--- src/shared/twsp_regs.svh ---
// Register indices, field positions, reset values and counts of the three-wire serial port.
// Assumes an APB slave where each register takes one word at byte address four times its index.
`ifndef TWSP_REGS_SVH
`define TWSP_REGS_SVH

`define TWSP_IDX_MODE      16'hff80
`define TWSP_IDX_CSEL      16'hff81
`define TWSP_IDX_SHIFT     16'hff82
`define TWSP_IDX_TBUF      16'hff83

`define TWSP_MODE_EN       7
`define TWSP_MODE_TRMD     6
`define TWSP_MODE_DIR      4
`define TWSP_MODE_FLAG     0

`define TWSP_CSEL_CKP      4
`define TWSP_CSEL_DAP      3
`define TWSP_CSEL_CKS_HI   2
`define TWSP_CSEL_CKS_LO   0

`define TWSP_MODE_RST      3'h0
`define TWSP_CSEL_RST      5'h00
`define TWSP_SHIFT_RST     8'h00
`define TWSP_TBUF_RST      8'h00

`define TWSP_CKS_SLAVE     3'h7
`define TWSP_LAST_TICK     4'hf
`define TWSP_DIV_UNIT      7'h01

`endif

--- src/shared/twsp_pkg.sv ---
// Types shared by the three-wire serial port design files.
// Assumes the constants of twsp_regs.svh for field positions.
package twsp_pkg;

    typedef enum logic [1:0] {
        TWSP_IDLE  = 2'b01,
        TWSP_SHIFT = 2'b10
    } twsp_state_t;

    typedef struct packed {
        logic port_enable;
        logic tx_rx_mode;
        logic first_bit_select;
    } twsp_mode_t;

    typedef struct packed {
        logic       clock_polarity;
        logic       data_phase;
        logic [2:0] clock_select;
    } twsp_csel_t;

endpackage

--- src/rtl/twsp_clkdiv.sv ---
// Serial clock divider: one-cycle enable pulse every half period of the master serial clock.
// Assumes i_run is held high for the whole transfer; the count restarts while it is low.
`timescale 1ns/1ps
`include "twsp_regs.svh"
module twsp_clkdiv (
    input  wire logic       i_clk,    // System clock.
    input  wire logic       i_rst_n,  // Synchronous reset, active low.
    input  wire logic       i_run,    // Transfer in progress.
    input  wire logic [2:0] i_sel,    // Divider code 0..6.
    output logic            o_tick    // Half-period pulse.
);
    logic [6:0] cnt_q;
    logic [6:0] last;

    // Half period is 2**code system cycles, so the serial clock runs at fx/2**(code+1).
    assign last   = (`TWSP_DIV_UNIT << i_sel) - `TWSP_DIV_UNIT;
    assign o_tick = i_run && (cnt_q == last);

    always_ff @(posedge i_clk) begin
        if (!i_rst_n || !i_run) begin
            cnt_q <= 7'h00;
        end else if (cnt_q == last) begin
            cnt_q <= 7'h00;
        end else begin
            cnt_q <= cnt_q + `TWSP_DIV_UNIT;
        end
    end
endmodule // twsp_clkdiv

--- src/rtl/twsp_top.sv ---
// Three-wire serial port: 8-bit shift engine, mode and clock-select registers, APB slave.
// Assumes I_SCK and I_SI are synchronous to I_CLK and that software obeys the busy flag.
//
// Functional notes
// - Eight-bit shift register, parallel to serial both ways.
// - Reading shift word in receive mode starts transfer.
// - Input line bits shift into shift register.
// - Enable low clears shift register and busy flag.
// - Mode bit picks receive-only or transmit-and-receive.
// - Output line held low in receive-only mode.
// - First-bit select: MSB first or LSB first.
// - Busy flag high during transfer, else low.
// - Busy flag is read-only to software.
// - Clock codes divide by 2..128; seven is slave.
// - Polarity and phase bits pick four timing types.
// - Reset leaves timing type one selected.
// - Buffer write in transmit mode starts transfer.
//
// Chosen here: the APB register port.
`timescale 1ns/1ps
`include "twsp_regs.svh"
module twsp_top (
    input  wire logic        I_CLK,      // System clock, the divider source.
    input  wire logic        I_RST_N,    // Synchronous reset, active low.
    input  wire logic        I_PSEL,     // APB select.
    input  wire logic        I_PENABLE,  // APB access phase.
    input  wire logic        I_PWRITE,   // APB direction, high for write.
    input  wire logic [31:0] I_PADDR,    // APB byte address.
    input  wire logic [31:0] I_PWDATA,   // APB write data.
    output logic      [31:0] O_PRDATA,   // APB read data.
    output logic             O_PREADY,   // APB ready.
    output logic             O_PSLVERR,  // APB error on unmapped address.
    input  wire logic        I_SCK,      // Serial clock line in, slave mode.
    input  wire logic        I_SI,       // Serial input line.
    output logic             O_SCK,      // Serial clock line out.
    output logic             O_SCK_OE,   // Serial clock drive enable.
    output logic             O_SO        // Serial output line.
);
    twsp_pkg::twsp_mode_t  mode_q;
    twsp_pkg::twsp_csel_t  csel_q;
    twsp_pkg::twsp_state_t state_q;
    logic [7:0]            tbuf_q;
    logic [7:0]            shift_q;
    logic [3:0]            tick_cnt_q;
    logic                  sck_in_q;
    logic                  sck_q;
    logic                  sck_oe_q;
    logic                  so_q;
    logic [31:0]           prdata_q;
    logic                  pready_q;
    logic                  pslverr_q;

    logic        setup;
    logic        wr_done;
    logic        rd_done;
    logic        hit_mode;
    logic        hit_csel;
    logic        hit_shift;
    logic        hit_tbuf;
    logic [31:0] rd_mux;
    logic        busy;
    logic        master;
    logic        div_tick;
    logic        tick;
    logic        odd;
    logic        drive_evt;
    logic        sample_evt;
    logic        start_tx;
    logic        start_rx;

    function automatic logic addr_hit(input logic [31:0] addr, input logic [15:0] idx);
        return addr == {14'h0000, idx, 2'b00};
    endfunction

    function automatic logic top_bit(input logic [7:0] sh, input logic lsb_first);
        return lsb_first ? sh[0] : sh[7];
    endfunction

    assign setup     = I_PSEL && !I_PENABLE;
    assign wr_done   = I_PSEL && I_PENABLE && pready_q && I_PWRITE;
    assign rd_done   = I_PSEL && I_PENABLE && pready_q && !I_PWRITE;
    assign hit_mode  = addr_hit(I_PADDR, `TWSP_IDX_MODE);
    assign hit_csel  = addr_hit(I_PADDR, `TWSP_IDX_CSEL);
    assign hit_shift = addr_hit(I_PADDR, `TWSP_IDX_SHIFT);
    assign hit_tbuf  = addr_hit(I_PADDR, `TWSP_IDX_TBUF);

    assign busy   = (state_q == twsp_pkg::TWSP_SHIFT);
    assign master = (csel_q.clock_select != `TWSP_CKS_SLAVE);

    assign start_tx = wr_done && hit_tbuf && mode_q.port_enable
                      && mode_q.tx_rx_mode && !busy;
    assign start_rx = rd_done && hit_shift && mode_q.port_enable
                      && !mode_q.tx_rx_mode && !busy;

    always_comb begin
        rd_mux = 32'h0000_0000;
        if (hit_mode) begin
            rd_mux[`TWSP_MODE_EN]   = mode_q.port_enable;
            rd_mux[`TWSP_MODE_TRMD] = mode_q.tx_rx_mode;
            rd_mux[`TWSP_MODE_DIR]  = mode_q.first_bit_select;
            rd_mux[`TWSP_MODE_FLAG] = busy;
        end else if (hit_csel) begin
            rd_mux[`TWSP_CSEL_CKP:`TWSP_CSEL_CKS_LO] = csel_q;
        end else if (hit_shift) begin
            rd_mux[7:0] = shift_q;
        end else if (hit_tbuf) begin
            rd_mux[7:0] = tbuf_q;
        end
    end

    // Zero-wait slave: ready rises in the first access cycle, read data is latched at setup.
    always_ff @(posedge I_CLK) begin
        if (!I_RST_N) begin
            pready_q  <= 1'b0;
            pslverr_q <= 1'b0;
            prdata_q  <= 32'h0000_0000;
        end else begin
            pready_q  <= setup;
            pslverr_q <= setup && !(hit_mode || hit_csel || hit_shift || hit_tbuf);
            if (setup) begin
                prdata_q <= rd_mux;
            end
        end
    end

    // The flag bit of the mode word is never taken from write data.
    always_ff @(posedge I_CLK) begin
        if (!I_RST_N) begin
            mode_q <= `TWSP_MODE_RST;
        end else if (wr_done && hit_mode) begin
            mode_q.port_enable      <= I_PWDATA[`TWSP_MODE_EN];
            mode_q.tx_rx_mode       <= I_PWDATA[`TWSP_MODE_TRMD];
            mode_q.first_bit_select <= I_PWDATA[`TWSP_MODE_DIR];
        end
    end

    always_ff @(posedge I_CLK) begin
        if (!I_RST_N) begin
            csel_q <= `TWSP_CSEL_RST;
        end else if (wr_done && hit_csel) begin
            csel_q <= I_PWDATA[`TWSP_CSEL_CKP:`TWSP_CSEL_CKS_LO];
        end
    end

    always_ff @(posedge I_CLK) begin
        if (!I_RST_N) begin
            tbuf_q <= `TWSP_TBUF_RST;
        end else if (wr_done && hit_tbuf && !busy) begin
            tbuf_q <= I_PWDATA[7:0];
        end
    end

    twsp_clkdiv u_div (
        .i_clk   (I_CLK),
        .i_rst_n (I_RST_N),
        .i_run   (busy && master),
        .i_sel   (csel_q.clock_select),
        .o_tick  (div_tick)
    );

    // In slave mode every edge of the outside clock counts as one half period.
    always_ff @(posedge I_CLK) begin
        if (!I_RST_N) begin
            sck_in_q <= 1'b1;
        end else begin
            sck_in_q <= I_SCK;
        end
    end

    assign tick = busy && (master ? div_tick : (I_SCK != sck_in_q));
    assign odd  = tick_cnt_q[0];
    // Even ticks are the leading edge, which is falling for polarity 0.
    assign drive_evt  = tick && (csel_q.data_phase
                        ? (odd && tick_cnt_q != `TWSP_LAST_TICK) : !odd);
    assign sample_evt = tick && (csel_q.data_phase ? !odd : odd);

    always_ff @(posedge I_CLK) begin
        if (!I_RST_N || !mode_q.port_enable) begin
            state_q <= twsp_pkg::TWSP_IDLE;
        end else if (start_tx || start_rx) begin
            state_q <= twsp_pkg::TWSP_SHIFT;
        end else if (tick && tick_cnt_q == `TWSP_LAST_TICK) begin
            state_q <= twsp_pkg::TWSP_IDLE;
        end
    end

    always_ff @(posedge I_CLK) begin
        if (!I_RST_N || !busy) begin
            tick_cnt_q <= 4'h0;
        end else if (tick) begin
            tick_cnt_q <= tick_cnt_q + 4'h1;
        end
    end

    always_ff @(posedge I_CLK) begin
        if (!I_RST_N || !mode_q.port_enable) begin
            shift_q <= `TWSP_SHIFT_RST;
        end else if (start_tx) begin
            shift_q <= I_PWDATA[7:0];
        end else if (sample_evt) begin
            shift_q <= mode_q.first_bit_select
                       ? {I_SI, shift_q[7:1]} : {shift_q[6:0], I_SI};
        end
    end

    // With phase 1 the first bit must stand before the first edge, so it is launched at start.
    always_ff @(posedge I_CLK) begin
        if (!I_RST_N || !mode_q.port_enable || !mode_q.tx_rx_mode) begin
            so_q <= 1'b0;
        end else if (start_tx && csel_q.data_phase) begin
            so_q <= top_bit(I_PWDATA[7:0], mode_q.first_bit_select);
        end else if (drive_evt) begin
            so_q <= top_bit(shift_q, mode_q.first_bit_select);
        end
    end

    always_ff @(posedge I_CLK) begin
        if (!I_RST_N) begin
            sck_q    <= 1'b1;
            sck_oe_q <= 1'b0;
        end else begin
            sck_oe_q <= mode_q.port_enable && master;
            // Disable parks the clock at once, so an aborted word leaves no stray level.
            if (!busy || !mode_q.port_enable) begin
                sck_q <= !csel_q.clock_polarity;
            end else if (tick && master) begin
                sck_q <= !sck_q;
            end
        end
    end

    assign O_PRDATA  = prdata_q;
    assign O_PREADY  = pready_q;
    assign O_PSLVERR = pslverr_q;
    assign O_SCK     = sck_q;
    assign O_SCK_OE  = sck_oe_q;
    assign O_SO      = so_q;

    property p_rx_start;
        @(posedge I_CLK) disable iff (!I_RST_N)
        start_rx |=> busy;
    endproperty
    a_rx_start: assert property (p_rx_start) else $error("receive did not start");

    property p_tx_start;
        @(posedge I_CLK) disable iff (!I_RST_N)
        (wr_done && hit_tbuf && mode_q.port_enable && mode_q.tx_rx_mode && !busy)
        |=> busy ##1 (tbuf_q == $past(I_PWDATA[7:0], 2));
    endproperty
    a_tx_start: assert property (p_tx_start) else $error("transmit did not start");

    property p_so_low;
        @(posedge I_CLK) disable iff (!I_RST_N)
        !mode_q.tx_rx_mode |=> (!O_SO || mode_q.tx_rx_mode);
    endproperty
    a_so_low: assert property (p_so_low) else $error("output line not low");

    property p_disable;
        @(posedge I_CLK) disable iff (!I_RST_N)
        !mode_q.port_enable |=> (!busy && shift_q == `TWSP_SHIFT_RST);
    endproperty
    a_disable: assert property (p_disable) else $error("disable did not clear");

    property p_flag_ro;
        @(posedge I_CLK) disable iff (!I_RST_N)
        (wr_done && hit_mode && !busy) |=> !busy;
    endproperty
    a_flag_ro: assert property (p_flag_ro) else $error("flag written by software");

    property p_busy_len;
        @(posedge I_CLK) disable iff (!I_RST_N || !mode_q.port_enable)
        ($rose(busy) && csel_q.clock_select == 3'h0)
        |-> busy [*8] ##1 busy [*8] ##1 !busy;
    endproperty
    a_busy_len: assert property (p_busy_len) else $error("transfer length wrong");

    property p_sck_idle;
        @(posedge I_CLK) disable iff (!I_RST_N)
        ($fell(busy) && master) |-> (O_SCK == !csel_q.clock_polarity);
    endproperty
    a_sck_idle: assert property (p_sck_idle) else $error("clock not idle after word");

    property p_reset_type;
        @(posedge I_CLK)
        $rose(I_RST_N) |-> (csel_q == `TWSP_CSEL_RST && O_SCK);
    endproperty
    a_reset_type: assert property (p_reset_type) else $error("timing type not 1");

    property p_slave_oe;
        @(posedge I_CLK) disable iff (!I_RST_N)
        (csel_q.clock_select == `TWSP_CKS_SLAVE) |=> !O_SCK_OE;
    endproperty
    a_slave_oe: assert property (p_slave_oe) else $error("clock driven in slave");
endmodule // twsp_top

--- config.mk ---
export PLATFORM = sky130hd
export DESIGN_NAME = twsp_top
export DESIGN_NICKNAME = d
export VERILOG_FILES = /design/src/shared/twsp_pkg.sv /design/src/rtl/twsp_clkdiv.sv /design/src/rtl/twsp_top.sv
export VERILOG_INCLUDE_DIRS = /design/src /design/src/shared
export SDC_FILE = /design/constraint.sdc
export NUM_CORES = 1
export LEC_CHECK = 0
export BUFFER_PORTS_ARGS = -buffer_cell sky130_fd_sc_hd__buf_2
export CAP_MARGIN = 20
export CORE_MARGIN = 2
export CORE_UTILIZATION = 40
export CTS_BUF_LIST = sky130_fd_sc_hd__clkbuf_2 sky130_fd_sc_hd__clkbuf_4 sky130_fd_sc_hd__clkbuf_8
export DETAILED_ROUTE_END_ITERATION = 10
export PLACE_DENSITY = 0.67
export SYNTH_ARGS = -nofsm -noshare
export SYNTH_HDL_FRONTEND = slang
export SYNTH_SLANG_ARGS = --single-unit
--- constraint.sdc ---
create_clock -name I_CLK -period 7.4 [get_ports I_CLK]
set_clock_uncertainty 0.15 [all_clocks]
set_input_delay 1.48 -clock I_CLK [delete_from_list [all_inputs] [get_ports I_CLK]]
set_output_delay 1.48 -clock I_CLK [all_outputs]
set_load 0.02 [all_outputs]
# After elaboration in Yosys (flattened, before gate mapping)
# Index checks and enable logic that the tools add are counted.
# word_totals
output_inout_bits,37
ff_bits,51
wordCells,107
in_bits,71
# classes
n_reduce_logical,52
n_shift,1
mux,23
eq_ne,10
add_sub_neg,3
# ops
cell,n
"32-bit by 18-bit equality test with 1-bit output, second input constant",4
8-bit 2-to-1 mux,5
1-bit logical AND,27
1-bit 2-to-1 mux,12
1-bit logical NOT,11
1-bit logical OR,9
2-bit nonzero test,4
"7-bit by 1-bit adder with 7-bit output, second input constant",1
7-bit equality test,1
"1-bit by 3-bit left shift with 7-bit output, first input constant",1
"7-bit by 1-bit subtractor with 7-bit output, second input constant",1
2-bit 2-to-1 mux,3
3-bit 2-to-1 mux,2
5-bit 2-to-1 mux,1
"4-bit by 1-bit adder with 4-bit output, second input constant",1
"4-bit equality test, second input constant",1
"4-bit inequality test, second input constant",1
"3-bit inequality test, second input constant",1
"2-bit equality test, second input constant",1
2-bit OR reduction,1
1-bit inequality test,1

# Longest topological paths before layout
# logic_depth
depth_word,9
ltp_mapped,12
mapped_depth_nobuf,10

# By module
# Synthesis repeated with hierarchy kept, for this count alone.
# unflattened
hier_cells,312
hier_area_um2,2921.6
# modules_own_cells
module,cells_per_inst,seq_area_each_um2,area_each_um2,n_inst
twsp_top,261,880.8,2458.6,1
twsp_clkdiv,51,140.1,462.9,1

# Worst setup path before layout
# No wires, ideal clock.
# synth_timing
path_type,input -> register
from,input port I_PADDR[22]
to,"register so_q, in the netlist O_SO"
arrival_ps,3173
slack_ps,3953
cell_stages,7
setup_time_ps,124
required_ps,7126
n_path_buf,1
cell_sequence,nor4_1 nand4_1 or2_2 or4_1 buf_2 o221ai_1 o21ai_0
# synth_via
elab_chain_len,7
word_cells_on_any_way,8
classes_between,eq/ne (1); mux (1); reduce/logical (6)
# synth_lines
element,line,source
from (decl),twsp_top.sv:28,"input wire logic [31:0] I_PADDR,"
32-bit by 18-bit equality test with 1-bit output *,twsp_top.sv:72,"return addr == {14'h0000, idx, 2'b00};"
1-bit logical AND * (2 in series),twsp_top.sv:90,assign start_tx = wr_done && hit_tbuf && mode_q.port_enable
1-bit logical AND * (2 in series),twsp_top.sv:91,&& mode_q.tx_rx_mode && !busy;
1-bit logical AND *,twsp_top.sv:210,end else if (start_tx && csel_q.data_phase) begin
1-bit 2-to-1 mux / 2-bit nonzero test (equally long branches),n/a,
to (signal assigned),twsp_top.sv:211,"so_q <= top_bit(I_PWDATA[7:0], mode_q.first_bit_select);"
to (signal assigned),twsp_top.sv:213,"so_q <= top_bit(shift_q, mode_q.first_bit_select);"
to (decl),twsp_top.sv:48,logic so_q;
# Mark *: on every way between the ends. The rest lies on a longest branch, timed or not.
# A chain may end at the register's enable or synchronous reset.

# Worst setup path in the final report
# layout_timing
from,input port I_PADDR[22]
to,register shift_q[5]
# layout_via
elab_chain_len,6
word_cells_on_any_way,7
classes_between,eq/ne (1); mux (1); reduce/logical (5)
# layout_lines
element,line,source
32-bit by 18-bit equality test with 1-bit output *,twsp_top.sv:72,
1-bit logical AND * (2 in series),twsp_top.sv:90,
1-bit logical AND * (2 in series),twsp_top.sv:91,
8-bit 2-to-1 mux / 2-bit nonzero test (equally long branches),n/a,
to (signal assigned),twsp_top.sv:197,shift_q <= `TWSP_SHIFT_RST;
to (signal assigned),twsp_top.sv:199,shift_q <= I_PWDATA[7:0];
to (signal assigned),twsp_top.sv:201,shift_q <= mode_q.first_bit_select
to (decl),twsp_top.sv:43,logic [7:0] shift_q;
# Marks and branches as above.

==> impl_metrics.tcl <==
set metrics [dict create \
    grt_pass1_vias 2430 \
    crit_required_ps 7450 \
    ys_ff_latch 51 \
    post-synth-top-count-cell "dfxtp_1" \
    critPathMaxFanout 10 \
    yosys.area.top_type "dfxtp_1" \
    clk_latency_ps 310 \
    relSlewSlack 0.532 \
    hold_violations 0 \
    leakagePower_nw 1.31 \
    synth.top_cells.by_count "dfxtp_1, nand2_1, nand3_1" \
    post_cts_resized 0 \
    cap_viol_max_count 0 \
    initial_core_util 0.416 \
    synthTopCellsByArea "dfxtp_1, mux2i_1, buf_4" \
    fin_crit_ps 3650 \
    drtIter0Drc 120 \
    cts_tree "yes" \
    hpwl_um 5090 \
    fp.coreArea_um2 7330 \
    die_x_um 91.4 \
    diodes 0 \
    worstHoldPathType "reg -> reg" \
    report.power.total_uw 493 \
    grt_max_degree 32 \
    vias 2560 \
    antenna_found_initial 0 \
    worst_ep_arrival_time_ps 3700 \
    slowest_stage "nor4_4" \
    antenna_left 0 \
    rows 31 \
    drt-total-wl_um 6640 \
    layout-drive-gt1-share 0.220 \
    rsz0062_at_grt "no" \
    cp.buffers_inverters 1 \
    slowest_delay_ps 600 \
    synth_edf_count 0 \
    clock_sinks 51 \
    cts_buffer_depth 2 \
    critPathLaunchType "input port" \
    ys_seq_area_frac 0.334 \
    setup-violations-final 0 \
    grt.overflow.total 0 \
    drcViolationCount 0 \
    synth_top_area_frac 0.334 \
    numCtsBuffers 5 \
    fin_nets 468 \
    syn_to_final_growth_pct 10.3 \
    yosys_warnings 0 \
    vdd_drop_max_mv 0.0840 \
    viasPerCell 5.18 \
    grt_util_all_layers 0.165 \
    fin_crit_sh 0.494 \
    cts_hold_buf 0 \
    worstMarginPinSlew_ps 700 \
    die_y_um 91.4 \
    cp_top_family "simple AND/OR/NAND/NOR gates" \
    drv_slew 0 \
    min_path_cells 2 \
    ioPinCount 108 \
    syn_inst 350 \
    status "finished, final reports clean" \
    routedWlPerCell_um 13.4 \
    gp_congestion 0.819 \
    endpoint_kind "register" \
    synthArstFlopShare 0 \
    synthFlopType "dfxtp_1" \
    path_clk_slew_ps 100 \
    first_pass_iters 4 \
    critical_path.cell_chain "buf_2 -> nor4_1 -> nand4_1 -> or2_2 -> nor4_4 -> a21oi_2 -> nand3b_4 -> o211ai_1" \
    grt_pass1_wl_um 11300 \
    path_class "in -> reg" \
    max_freq_ghz 0.274 \
    syn_area_per_cell_um2 8.72 \
    htree_levels 2 \
    power_density_nw_per_um2 146 \
    dieArea_um2 8350 \
    crit_cells 8 \
    netlist_area_um2 3050 \
    numPortBuffers 59 \
    clock-root-buffer "clkbuf_8" \
    tns_ps 0 \
    r2r.worst_path.cells 10 \
    ys_types 56 \
    postCtsSetupBuffers 0 \
]
[final cells by class]
class	instances	area (um2)
Multi-Input combinational cell	273	1810
Tap cell	99	124
Clock inverter	1	8.76
Sequential cell	51	1020
Clock buffer	7	90.1
Timing Repair Buffer	59	295
Inverter	4	15.0
Fill cell	739	3960
[sequential cells by signal, summed over array words and instances (netlist names)]
signal       count
O_SCK            1
O_PSLVERR        1
O_SCK_OE         1
sck_in_q         1
O_SO             1
shift_q          8
state_q          2
O_PREADY         1
u_div.cnt_q      7
mode_q           3
O_PRDATA         8
tick_cnt_q       4
csel_q           5
tbuf_q           8
[layer usage]
layer | GRT usage | up-vias | share of wire
li1 | - | 1275 | -
met1 | 0.216 | 1201 | 0.45
met2 | 0.273 | 77 | 0.47
met3 | 0.0373 | 7 | 0.069
met4 | 0.0417 | 0 | 0.010
met5 | 0 | - | 0
[worst reg2reg max path: cells and delay by family (launching register included)]
family          cells  cell delay (ps)
simple gates        4              960
fa+ha+maj           1              300
flops               1              450
compound gates      5             1140
[logic make-up after synthesis]
group / share of synthesized area
simple gates: 0.272
compound gates: 0.138
flops: 0.334
buf+inv: 0.100
mux: 0.102
xor+xnor: 0.0402
fa+ha+maj: 0.0123
other cells: 0.00123
[stage by stage]
step           area [um2]  hold WS [ps]  setup slack (ps)   util  cells
2_1_floorplan        3140           279              3950      -    373
3_3_place_gp         3270           297              3440  0.446    486
3_5_place_dp         3270           306              3420  0.446    486
4_1_cts              3370           319              3740  0.459    494
5_1_grt              3370           340              3450  0.459    494
6_report             3370           315              3750  0.459    494
[power breakdown]
part	switching, mW	internal, mW
logic	0.0271	0.0148
registers	0.000230	0.275
clock network	0.0956	0.0805
[placed cells by master (no fill, tap or decap), drive strengths merged, types with 7 or more instances in the layout]
master,netlist,routed
a21boi,17,17
buf,34,59
clkbuf,11,7
conb,1,24
dfxtp,51,51
mux2i,22,22
nand2,44,44
nand3,27,27
nor2,22,22
nor2b,12,12
o211ai,11,11
o21ai,8,8
xor2,9,9
[path summary, 6_finish.rpt]
path | startpoint | to | slack (ps)
worst max-delay path | I_PADDR[22] | shift_q[5] | 3750
worst min-delay path | O_PRDATA[2] | O_PRDATA[2] | 320
worst min register to register | O_PRDATA[2] | O_PRDATA[2] | 320
worst max register to register | csel_q[1] | shift_q[6] | 4280
No activity file was read; power rests on OpenSTA's default activity.
